**src/pkg/fpch_defines.vh**
```
// Purpose: constants of the flash programming command handler
// Assumes: byte-wide command stream from a link receiver on sys_clk
// Notes: command codes and answer codes are local encodings
`ifndef FPCH_DEFINES_VH
`define FPCH_DEFINES_VH

// ------------------------------------------------------------
// command codes
// ------------------------------------------------------------
`define FPCH_CMD_RESET 8'h00
`define FPCH_CMD_VERIFY 8'h13
`define FPCH_CMD_CHIP_ERASE 8'h20
`define FPCH_CMD_BLOCK_ERASE 8'h22
`define FPCH_CMD_BLANK_CHECK 8'h32
`define FPCH_CMD_PROGRAM 8'h40
`define FPCH_CMD_BAUD_SET 8'h9A
`define FPCH_CMD_SIGNATURE 8'hC0
`define FPCH_CMD_VERSION 8'hC5
`define FPCH_CMD_CHECKSUM 8'hB0
`define FPCH_CMD_SECURITY 8'hA0

// ------------------------------------------------------------
// answer codes
// ------------------------------------------------------------
`define FPCH_ACK 8'h06
`define FPCH_NAK 8'h15
`define FPCH_BLANK_NG 8'h1B

// ------------------------------------------------------------
// flash array, security bits, reset values
// ------------------------------------------------------------
`define FPCH_ERASED 8'hFF
`define FPCH_SEC_NO_CHIP_ERASE 0
`define FPCH_SEC_NO_BLOCK_ERASE 1
`define FPCH_SEC_NO_PROGRAM 2
`define FPCH_SEC_RST 8'h00
`define FPCH_BAUD_RST 8'h00
`define FPCH_SIG_BYTE 8'h5A
`define FPCH_VER_BYTE 8'h01

// ------------------------------------------------------------
// mode pin sampling after reset release
// ------------------------------------------------------------
`define FPCH_MODE_SAMPLE 2'h2
`define FPCH_SETTLE_END 2'h3

`endif
```
**src/hdl/fpch_handler.v**
```verilog
// Purpose: command interpreter serving an external flash programmer
// Assumes: command bytes arrive as valid-qualified bytes on sys_clk
// Notes: packet layout is cmd, block, then data bytes per command
`timescale 1ns/100ps
`include "fpch_defines.vh"

module fpch_handler #(
   parameter BLK_W = 2,
   parameter BLK_BYTES = 4,
   parameter ADR_W = 4
) (
   input wire sys_clk,
   input wire rst_n,
   input wire flash_mode_select_pin,
   input wire tool_serial_pin,
   input wire uart_mode,
   input wire rx_valid,
   input wire [7:0] rx_data,
   output reg prog_mode_ff,
   output reg mode_pulldown_ff,
   output reg tx_valid_ff,
   output reg [7:0] tx_data_ff,
   output reg [7:0] baud_ff,
   output reg [7:0] security_ff,
   output reg busy_ff
);

   localparam DEPTH = 1 << ADR_W;
   localparam OFS_W = ADR_W - BLK_W;
   localparam S_IDLE = 3'h0;
   localparam S_BLK = 3'h1;
   localparam S_DATA = 3'h2;
   localparam S_SCAN = 3'h3;
   localparam S_ANS = 3'h4;
   localparam S_ANS2 = 3'h5;

   // ------------------------------------------------------------
   // pin synchronisers and mode capture
   // ------------------------------------------------------------
   reg [1:0] fm_sync_ff;
   reg [1:0] tl_sync_ff;
   reg [1:0] settle_ff;
   always @(posedge sys_clk or negedge rst_n) begin
      if (!rst_n) begin
         fm_sync_ff <= 2'h0;
         tl_sync_ff <= 2'h0;
         settle_ff <= 2'h0;
         prog_mode_ff <= 1'b0;
         mode_pulldown_ff <= 1'b1;
      end else begin
         fm_sync_ff <= {fm_sync_ff[0], flash_mode_select_pin};
         tl_sync_ff <= {tl_sync_ff[0], tool_serial_pin};
         mode_pulldown_ff <= 1'b0;
         if (settle_ff != `FPCH_SETTLE_END) begin
            settle_ff <= settle_ff + 2'h1;
         end
         // pins judged once, on the levels seen at reset release
         if (settle_ff == `FPCH_MODE_SAMPLE && fm_sync_ff[1] && tl_sync_ff[1]) begin
            prog_mode_ff <= 1'b1;
         end
      end
   end

   // ------------------------------------------------------------
   // flash array and command engine
   // ------------------------------------------------------------
   reg [7:0] mem_ff [0:DEPTH-1];
   reg [2:0] state_ff;
   reg [7:0] cmd_ff;
   reg [BLK_W-1:0] blk_ff;
   reg [OFS_W-1:0] ofs_ff;
   reg ok_ff;
   reg [7:0] sum_ff;
   reg [7:0] ans2_ff;
   integer i;

   wire [ADR_W-1:0] adr = {blk_ff, ofs_ff};
   wire last = (ofs_ff == (BLK_BYTES[OFS_W-1:0] - {{(OFS_W-1){1'b0}}, 1'b1}));
   wire known = (rx_data == `FPCH_CMD_RESET) || (rx_data == `FPCH_CMD_VERIFY) ||
      (rx_data == `FPCH_CMD_CHIP_ERASE) || (rx_data == `FPCH_CMD_BLOCK_ERASE) ||
      (rx_data == `FPCH_CMD_BLANK_CHECK) || (rx_data == `FPCH_CMD_PROGRAM) ||
      (rx_data == `FPCH_CMD_BAUD_SET) || (rx_data == `FPCH_CMD_SIGNATURE) ||
      (rx_data == `FPCH_CMD_VERSION) || (rx_data == `FPCH_CMD_CHECKSUM) ||
      (rx_data == `FPCH_CMD_SECURITY);

   always @(posedge sys_clk or negedge rst_n) begin
      if (!rst_n) begin
         state_ff <= S_IDLE;
         cmd_ff <= 8'h00;
         blk_ff <= {BLK_W{1'b0}};
         ofs_ff <= {OFS_W{1'b0}};
         ok_ff <= 1'b0;
         sum_ff <= 8'h00;
         ans2_ff <= 8'h00;
         tx_valid_ff <= 1'b0;
         tx_data_ff <= 8'h00;
         baud_ff <= `FPCH_BAUD_RST;
         security_ff <= `FPCH_SEC_RST;
         busy_ff <= 1'b0;
         for (i = 0; i < DEPTH; i = i + 1) begin
            mem_ff[i] <= `FPCH_ERASED;
         end
      end else begin
         tx_valid_ff <= 1'b0;
         case (state_ff)
            S_IDLE: begin
               if (rx_valid && prog_mode_ff) begin
                  cmd_ff <= rx_data;
                  ok_ff <= 1'b1;
                  sum_ff <= 8'h00;
                  ofs_ff <= {OFS_W{1'b0}};
                  if (!known) begin
                     tx_valid_ff <= 1'b1;
                     tx_data_ff <= `FPCH_NAK;
                  end else if (rx_data == `FPCH_CMD_RESET) begin
                     tx_valid_ff <= 1'b1;
                     tx_data_ff <= `FPCH_ACK;
                  end else if (rx_data == `FPCH_CMD_SIGNATURE) begin
                     ans2_ff <= `FPCH_SIG_BYTE;
                     state_ff <= S_ANS2;
                     tx_valid_ff <= 1'b1;
                     tx_data_ff <= `FPCH_ACK;
                  end else if (rx_data == `FPCH_CMD_VERSION) begin
                     ans2_ff <= `FPCH_VER_BYTE;
                     state_ff <= S_ANS2;
                     tx_valid_ff <= 1'b1;
                     tx_data_ff <= `FPCH_ACK;
                  end else if (rx_data == `FPCH_CMD_CHIP_ERASE) begin
                     if (security_ff[`FPCH_SEC_NO_CHIP_ERASE]) begin
                        tx_valid_ff <= 1'b1;
                        tx_data_ff <= `FPCH_NAK;
                     end else begin
                        busy_ff <= 1'b1;
                        blk_ff <= {BLK_W{1'b0}};
                        state_ff <= S_SCAN;
                     end
                  end else begin
                     state_ff <= S_BLK;
                  end
               end
            end
            S_BLK: begin
               if (rx_valid) begin
                  blk_ff <= rx_data[BLK_W-1:0];
                  case (cmd_ff)
                     `FPCH_CMD_BAUD_SET: begin
                        tx_valid_ff <= 1'b1;
                        state_ff <= S_IDLE;
                        if (uart_mode) begin
                           baud_ff <= rx_data;
                           tx_data_ff <= `FPCH_ACK;
                        end else begin
                           tx_data_ff <= `FPCH_NAK;
                        end
                     end
                     `FPCH_CMD_SECURITY: begin
                        security_ff <= security_ff | rx_data;
                        tx_valid_ff <= 1'b1;
                        tx_data_ff <= `FPCH_ACK;
                        state_ff <= S_IDLE;
                     end
                     `FPCH_CMD_BLOCK_ERASE: begin
                        if (security_ff[`FPCH_SEC_NO_BLOCK_ERASE]) begin
                           tx_valid_ff <= 1'b1;
                           tx_data_ff <= `FPCH_NAK;
                           state_ff <= S_IDLE;
                        end else begin
                           busy_ff <= 1'b1;
                           state_ff <= S_SCAN;
                        end
                     end
                     `FPCH_CMD_PROGRAM: begin
                        ok_ff <= !security_ff[`FPCH_SEC_NO_PROGRAM];
                        busy_ff <= 1'b1;
                        state_ff <= S_DATA;
                     end
                     `FPCH_CMD_VERIFY: state_ff <= S_DATA;
                     default: state_ff <= S_SCAN;
                  endcase
               end
            end
            S_DATA: begin
               if (rx_valid) begin
                  if (cmd_ff == `FPCH_CMD_PROGRAM && ok_ff) begin
                     mem_ff[adr] <= mem_ff[adr] & rx_data;
                  end
                  if (cmd_ff == `FPCH_CMD_VERIFY && mem_ff[adr] != rx_data) begin
                     ok_ff <= 1'b0;
                  end
                  ofs_ff <= ofs_ff + {{(OFS_W-1){1'b0}}, 1'b1};
                  if (last) begin
                     state_ff <= S_ANS;
                  end
               end
            end
            S_SCAN: begin
               if (cmd_ff != `FPCH_CMD_VERIFY) begin
                  if (cmd_ff == `FPCH_CMD_CHIP_ERASE || cmd_ff == `FPCH_CMD_BLOCK_ERASE) begin
                     mem_ff[adr] <= `FPCH_ERASED;
                  end
                  if (cmd_ff == `FPCH_CMD_BLANK_CHECK && mem_ff[adr] != `FPCH_ERASED) begin
                     ok_ff <= 1'b0;
                  end
                  sum_ff <= sum_ff + mem_ff[adr];
                  ofs_ff <= ofs_ff + {{(OFS_W-1){1'b0}}, 1'b1};
                  if (last) begin
                     if (cmd_ff == `FPCH_CMD_CHIP_ERASE &&
                         blk_ff != {BLK_W{1'b1}}) begin
                        blk_ff <= blk_ff + {{(BLK_W-1){1'b0}}, 1'b1};
                     end else begin
                        state_ff <= S_ANS;
                     end
                  end
               end
            end
            S_ANS: begin
               busy_ff <= 1'b0;
               tx_valid_ff <= 1'b1;
               state_ff <= S_IDLE;
               if (cmd_ff == `FPCH_CMD_CHECKSUM) begin
                  tx_data_ff <= `FPCH_ACK;
                  ans2_ff <= sum_ff;
                  state_ff <= S_ANS2;
               end else if (cmd_ff == `FPCH_CMD_BLANK_CHECK) begin
                  tx_data_ff <= ok_ff ? `FPCH_ACK : `FPCH_BLANK_NG;
               end else begin
                  tx_data_ff <= ok_ff ? `FPCH_ACK : `FPCH_NAK;
               end
            end
            S_ANS2: begin
               tx_valid_ff <= 1'b1;
               tx_data_ff <= ans2_ff;
               state_ff <= S_IDLE;
            end
            default: state_ff <= S_IDLE;
         endcase
         if (rx_valid && busy_ff && state_ff == S_SCAN) begin
            tx_valid_ff <= 1'b1;
            tx_data_ff <= `FPCH_NAK;
         end
      end
   end

endmodule // fpch_handler

```
**config.mk**
```make
export PLATFORM = sky130hd
export DESIGN_NAME = fpch_handler
export DESIGN_NICKNAME = d
export VERILOG_FILES = /design/src/hdl/fpch_handler.v
export VERILOG_INCLUDE_DIRS = /design/src /design/src/pkg
export SDC_FILE = /design/constraint.sdc
export NUM_CORES = 1
export LEC_CHECK = 0
export BUFFER_PORTS_ARGS = -buffer_cell sky130_fd_sc_hd__buf_2
export CELL_PAD_IN_SITES_DETAIL_PLACEMENT = 1
export CELL_PAD_IN_SITES_GLOBAL_PLACEMENT = 1
export CORE_MARGIN = 3
export CORE_UTILIZATION = 45
export DETAILED_ROUTE_END_ITERATION = 7
export PLACE_DENSITY = 0.7
export REMOVE_ABC_BUFFERS = 1
export SYNTH_ARGS = -nofsm -noshare
export SYNTH_HDL_FRONTEND = slang
export SYNTH_SLANG_ARGS = --single-unit
```
**constraint.sdc**
```tcl
create_clock -name sys_clk -period 4.82 [get_ports sys_clk]
set_clock_uncertainty 0.15 [all_clocks]
set_input_delay 0.723 -clock sys_clk [delete_from_list [all_inputs] [get_ports sys_clk]]
set_output_delay 0.723 -clock sys_clk [all_outputs]
set_load 0.01 [all_outputs]
```
==> results of run 1 <==
==> state kept, by name, summed over array words and instances (netlist names), 3 cells and up <==
signal and flops:
ans2_ff 8, baud_ff 8, cmd_ff 8, mem_ff 128
security_ff 8, state_ff 3, sum_ff 8, tx_data_ff 8
==> worst register-to-register path: stages, from the launching register on <==
cell      delay (ps)
dfrtp_2          980
buf_4            390
mux4_2           530
a22oi_1          230
nand2_1          210
ha_1             330
a21o_1           190
a211oi_1         330
o21ai_0          190
a21o_1           210
a311o_1          340
o211ai_1          90
==> path summary, 6_finish.rpt <==
path                            depth (start not counted)            end  slack (ps)
min in group asynchronous                               1    tx_valid_ff         230
worst max-delay path                                   11      sum_ff[7]         570
max in group asynchronous                               2     mem_ff[25]        3020
worst max register to register                         11      sum_ff[7]         570
worst min register to register                          0  tl_sync_ff[1]         210
worst min-delay path                                    0  tl_sync_ff[1]         210
==> where the power goes <==
group / leakage (nW) / internal [mW] / switching (mW)
Clock: 0.286 / 0.729 / 0.675
Sequential: 2.16 / 1.81 / 0.260
Combinational: 1.70 / 0.521 / 0.882
==> kinds of logic after synthesis <==
kind of cell,Yosys count,share of synthesized area
buffers and inverters,64,0.0360
flip-flops,194,0.520
adder cells (fa/ha/maj),26,0.0345
multiplexers,54,0.0997
other,1,0.000389
AND/OR/NAND/NOR,289,0.149
AO/OA/AOI/OAI,241,0.154
XOR/XNOR,7,0.00635
==> stage by stage <==
step | cell area (µm²) | total power [mW] | setup slack [ps] | std cells | util
5_1_grt | 10600 | 5.13 | 289 | 1180 | 0.512
4_1_cts | 10600 | 4.90 | 573 | 1180 | 0.512
3_3_place_gp | 9990 | 3.42 | 765 | 1149 | 0.485
6_report | 10600 | 4.87 | 566 | 1180 | 0.512
2_1_floorplan | 9360 | 2.95 | 679 | 827 | -
3_5_place_dp | 9990 | 3.48 | 687 | 1149 | 0.485
==> Yosys cell counts (2+ instances only) <==
cell,instances,share of area
nand3_4,10,0.018
nand4b_1,4,0.0036
and3b_1,2,0.0018
buf_6,10,0.012
nand4_1,6,0.0039
or4_1,4,0.0031
o21ai_1,55,0.029
a31o_2,3,0.0027
and2_1,3,0.0019
buf_2,13,0.0067
nor2_1,33,0.013
o31ai_1,4,0.0031
a21o_1,11,0.0086
nor4_1,5,0.0032
nor2b_1,7,0.0045
nor3_1,10,0.0052
nor4b_1,2,0.0018
dfstp_2,129,0.35
o21ai_0,82,0.043
clkbuf_1,24,0.0093
nand2_1,171,0.067
o211ai_1,3,0.0023
dfrtp_1,65,0.17
a21oi_1,18,0.0093
nor3b_1,2,0.0016
o21a_1,2,0.0016
inv_1,15,0.0058
a22o_1,7,0.0064
or3_1,4,0.0026
mux2i_1,5,0.0052
mux2_2,17,0.020
xnor2_1,6,0.0054
o22ai_1,3,0.0019
a211o_1,4,0.0036
ha_1,25,0.032
a32o_1,3,0.0031
o21ai_2,9,0.0082
a22oi_1,19,0.015
mux4_2,32,0.075
nand3_1,15,0.0078
a211oi_1,4,0.0031
and3_1,3,0.0019
o21bai_1,2,0.0016
==> metal layers <==
| layer | routed length (µm) | up-vias | track usage |
|---|---|---|---|
| met4 | 776 | 0 | 0.0849 |
| met3 | 737 | 48 | 0.0372 |
| li1 | - | 3207 | - |
| met1 | 11500 | 3614 | 0.307 |
| met2 | 12700 | 122 | 0.378 |
| met5 | 0 | - | 0 |
==> cell type report <==
type	instances	area (µm²)	share of cell area
Clock inverter	14	149	0.0141
Clock buffer	17	425	0.0403
Tap cell	270	338	0.0320
Inverter	15	56.3	0.00533
Multi-Input combinational cell	618	4290	0.406
Sequential cell	194	5020	0.475
Timing Repair Buffer	52	297	0.0281
==> impl_results.md, run 1 <==
* 1st-pass router iterations at 4
* Vias post-DR at 6991
* Worst skew pair latency at 450 ps
* Post-Synthesis Cells at 876
* Post-synth EDFFs at 0
* Syn avg cell area at ~11 µm²
* Synth Flop Type: dfstp_2
* Most frequent cells in the layout: 171 x nand2_1, 129 x dfstp_2, 82 x o21ai_0
* Worst hold start: tl_sync_ff[0]
* Setup TNS at 0 ps
* Routability cong. at between 0.8 and 0.9
* DRT iter0 DRCs at about 380
* Proportion of layout cells with a drive suffix above 1 at 0.321
* P_leak at 4.15 nW
* Nets at 938
* Vias/cell at about 5.9
* CP Max Fanout at 28
* Std-Cell Rows at 52
* Ports at 42
* Worst stage delay on the critical path at 980 ps
* YS warnings at 0
* FF+latch count, synth at 194
* Seq/Total Area, Yosys at 0.520
* Most common cell after layout, fill and taps aside: nand2_1
* Final WL at 25700 µm
* Crit path launch: ofs_ff[0]
* Max-slew violations at 0
* Worst rel slew slack at 0.301
* Critical path required time at 5030 ps
* Final hold violations at 0
* Post-CTS resize count at 0
* Post-DR wirelength/cell at about 22 µm
* Peak VDD IR at 0.329 mV
* Initial antenna violation count at 0
* Drt drc at 0
* Ant diodes at 0
* Hold Slack at 207 ps
* Post-CTS setup repair buffer count at 0
* Die Height at 152 µm
* Area grow syn2layout at 9.52%
* Crit path buf inv count at 1
* Run status: finished, final reports clean
* WP data arrival at 4460 ps
* Vias in the first global route at 7576
* Initial Util at 0.468
* Most frequent cell on the critical path: a21o_1
* Cts-stage hold buffer count at 0
* Synthesized area at 0.00965 mm²
* CP endpoint kind: register
* PD cells at 461 mW/mm²
* Final setup fails at 0
* Tmin final at 4250 ps
* Synth cell types at 68
* Largest net degree at the start of global routing at 126
* Root Driver: clkbuf_16
* Fmax at 235 MHz
* Die area at ~0.023 mm²
* Slew @ Worst Pin at 1050 ps
* CTS clk-pin slew, worst paths at approximately 80 ps
* Critical path's slowest cell: dfrtp_2
* Filler cells at roughly 2.2k
* Tcrit/Tclk final at 0.883
* Gr usage total at 0.229
* H-tree levels at 4
* Critical Path Source Type: register
* Die Width at 152 µm
* DP HPWL at roughly 18000 µm
* # port buffers at 41
* Reg2reg start: ofs_ff[0]
* Overflow after GRT at 0
* Total of max-cap violations at 0
* First-pass GRT wire length at around 42000 µm
* Clock Path Buffers at 2
* Cell Chain, Critical Path: buf_4, mux4_2, a22oi_1, nand2_1, ha_1, a21o_1, a211oi_1, o21ai_0, a21o_1, a311o_1, o211ai_1
* Ys async rst share at 1.00
* Worst Hold Class: reg2reg
* CTS Buf Count at 17
* Kind of critical path: reg2reg
* TritonCTS clock tree: built
* DRT antenna net count at 0
* Sink Count at about 190
* Delay-heaviest family, CP: compound AO/OA/AOI/OAI gates
* Core area at about 0.021 mm²
* RSZ-0062 raised after global routing: no
(Power assumes the default switching activity.)
==> inputs of run 2 (changes only) <==
--- a/config.mk
+++ b/config.mk
@@ -6,13 +6,14 @@
 export SDC_FILE = /design/constraint.sdc
 export NUM_CORES = 1
 export LEC_CHECK = 0
-export BUFFER_PORTS_ARGS = -buffer_cell sky130_fd_sc_hd__buf_2
+export CAP_MARGIN = 0
 export CELL_PAD_IN_SITES_DETAIL_PLACEMENT = 1
 export CELL_PAD_IN_SITES_GLOBAL_PLACEMENT = 1
 export CORE_MARGIN = 3
 export CORE_UTILIZATION = 45
 export DETAILED_ROUTE_END_ITERATION = 7
-export PLACE_DENSITY = 0.7
+export DONT_BUFFER_PORTS = 1
+export PLACE_DENSITY = 0.68
 export REMOVE_ABC_BUFFERS = 1
 export SYNTH_ARGS = -nofsm -noshare
 export SYNTH_HDL_FRONTEND = slang
==> constraint.sdc (replaced) <==
create_clock -name sys_clk -period 4.92 [get_ports sys_clk]
set_clock_uncertainty 0.15 [all_clocks]
set_input_delay 0.738 -clock sys_clk [delete_from_list [all_inputs] [get_ports sys_clk]]
set_output_delay 0.738 -clock sys_clk [all_outputs]
set_load 0.01 [all_outputs]
==> run 2 against run 1 <==
  * Worst setup slack better by 600 ps
  * Fmax up 13%
  * Combinational power down 3%
  * Die area unchanged
  * Flip-flop and latch count unchanged
  * Via count down 3.7%
  * Register-to-register slack better by 600 ps
  * Non-clock buffer count down 38
  * Largest cell class unchanged
  * Largest power group unchanged
==> impl_results.md, run 2 (synthesis results as in run 1) <==
* DRT antenna net count at 0 (unchanged)
* Net Sw Power at 1.72 mW (was 1.82 mW)
* Max reg flops at 128 (unchanged)
* Final Util at 0.504 (was 0.512)
* TritonCTS clock tree: built (unchanged)
* Max-slew violations at 0 (unchanged)
* Critical path's slowest cell: dfrtp_2 (unchanged)
* Worst skew pair latency at 430 ps (was 450 ps)
* Run status: finished, final reports clean (unchanged)
* Ports at 42 (unchanged)
* Critical Path Source Type: register (unchanged)
* Initial antenna violation count at 0 (unchanged)
* Setup TNS at 0 ps (unchanged)
* CTS Buf Count at 17 (unchanged)
* Worst stage delay on the critical path at 570 ps (was 980 ps)
* CTS clk-pin slew, worst paths at 80 ps (about the same)
* 1st-pass router iterations at 4 (unchanged)
* Slew @ Worst Pin at 1000 ps (was 1050 ps)
* First-pass GRT wire length at 42100 µm (was 42400 µm)
* Overflow after GRT at 0 (unchanged)
* Place WS at 1120 ps (was 687 ps)
* Most frequent cell on the critical path: a21o_1 (unchanged)
* Sink Count at 194 (unchanged)
* Worst Hold Class: in2async (was reg2reg)
* CP Max Fanout at 21 (was 28)
* Net Sw Frac at 0.364 (was 0.373)
* Peak VDD IR at 0.296 mV (was 0.329 mV)
* Std-Cell Rows at 52 (unchanged)
* Die area at 0.0232 mm² (unchanged)
* Area grow syn2layout at 7.71% (was 9.52%)
* Combinational Power Share at 0.287 (was 0.288)
* Routability cong. at 0.870 (was 0.872)
* Clock Path Buffers at 2 (unchanged)
* CP endpoint kind: register (unchanged)
* Largest reg by FF count: mem_ff (unchanged)
* Tmin final at 3750 ps (was 4250 ps)
* H-tree levels at 4 (unchanged)
* Proportion of layout cells with a drive suffix above 1 at 0.289 (was 0.321)
* Die Height at 152 µm (unchanged)
* Final setup fails at 0 (unchanged)
* Setup ws final at 1170 ps (was 566 ps)
* Finished Cell Area at 0.0104 mm² (was 0.0106 mm²)
* Initial Util at 0.468 (unchanged)
* Cell Chain, Critical Path: buf_4, mux4_2, a22oi_1, nand2_1, ha_1, a21o_1, a211oi_1, o21ai_0, a21o_1, a311o_1, o211ai_1 (unchanged)
* Die Width at 152 µm (unchanged)
* WP data arrival at 3950 ps (was 4460 ps)
* RSZ-0062 raised after global routing: no (unchanged)
* Vias post-DR at 6731 (was 6991)
* Final WL at 25600 µm (was 25700 µm)
* DRT iter0 DRCs at 352 (was 377)
* Nets at 900 (was 938)
* Flop pwr share at 0.422 (was 0.424)
* Drt drc at 0 (unchanged)
* Worst rel slew slack at 0.332 (was 0.301)
* Post-CTS setup repair buffer count at 0 (unchanged)
* Most common cell after layout, fill and taps aside: nand2_1 (unchanged)
* Int Pwr at 3.00 mW (was 3.06 mW)
* Root Driver: clkbuf_16 (unchanged)
* Final hold violations at 0 (unchanged)
* Vias in the first global route at 7441 (was 7576)
* Vias/cell at 5.89 (was 5.92)
* Tcrit/Tclk final at 0.763 (was 0.883)
* Total of max-cap violations at 0 (unchanged)
* Ant diodes at 0 (unchanged)
* Critical path required time at 5120 ps (was 5030 ps)
* Clock network power share at 0.291 (was 0.288)
* DP HPWL at 17500 µm (was 17700 µm)
* Dpl cell area at 0.00980 mm² (was 0.00999 mm²)
* Most frequent cells in the layout: 171 x nand2_1, 129 x dfstp_2, 82 x o21ai_0 (unchanged)
* # port buffers at 0 (was 41)
* Post-DR wirelength/cell at 22.4 µm (was 21.8 µm)
* Cts-stage hold buffer count at 1 (was 0)
* Flop2flop setup slack at 1170 ps (was 570 ps)
* P_leak at 3.98 nW (was 4.15 nW)
* Kind of critical path: reg2reg (unchanged)
* Hold Slack at 25.3 ps (was 207 ps)
* Fmax at 267 MHz (was 235 MHz)
* Gr usage total at 0.227 (was 0.229)
* Core area at 0.0206 mm² (unchanged)
* Largest net degree at the start of global routing at 131 (was 126)
* Post-CTS resize count at 0 (unchanged)
* PD cells at 454 mW/mm² (was 461 mW/mm²)
[run 2: area by class of cell]
cell class | count | area (µm²)
Clock buffer | 21 | 450
Clock inverter | 11 | 121
Fill cell | 2210 | 10200
Inverter | 15 | 56.3
Multi-Input combinational cell | 618 | 4290
Sequential cell | 194 | 5020
Tap cell | 270 | 338
Timing Repair Buffer | 14 | 125
[run 2: metrics by stage]
step,instances,power [mW]
after floorplan,827,2.89
after global placement,1110,3.29
after detailed placement,1110,3.35
after CTS,1143,4.76
after global routing,1143,5.00
final,1143,4.72
[run 2: final timing paths]
kind,start,endpoint,cells after the start
setup / recovery,ofs_ff[0],sum_ff[7],11
setup reg to reg,ofs_ff[0],sum_ff[7],11
min in group sys_clk,tool_serial_pin,tl_sync_ff[0],0
max in group asynchronous,rst_n,ofs_ff[0],1
hold / removal,rst_n,busy_ff,1
hold reg to reg,fm_sync_ff[0],fm_sync_ff[1],0
[run 2: power groups by stage]
stage	logic (mW)	clock network (mW)	registers, mW
finish	1.36	1.37	1.99
global placement	1.29	0	2.00
floorplan	0.857	0	2.03
global route	1.49	1.48	2.02
CTS	1.36	1.40	1.99
detailed placement	1.34	0	2.01
[run 2: critical path: cells and delay by family, from the launching register on]
family	cells	cell delay (ps)
flops	1	570
buf+inv	1	420
fa+ha+maj	1	310
mux	1	560
compound gates	7	1480
simple gates	1	160
[run 2: routing by layer]
metal  global-route usage  share of wire
met5                    0              0
met4               0.0730          0.022
met3               0.0341          0.028
met2                0.398           0.52
met1                0.290           0.43
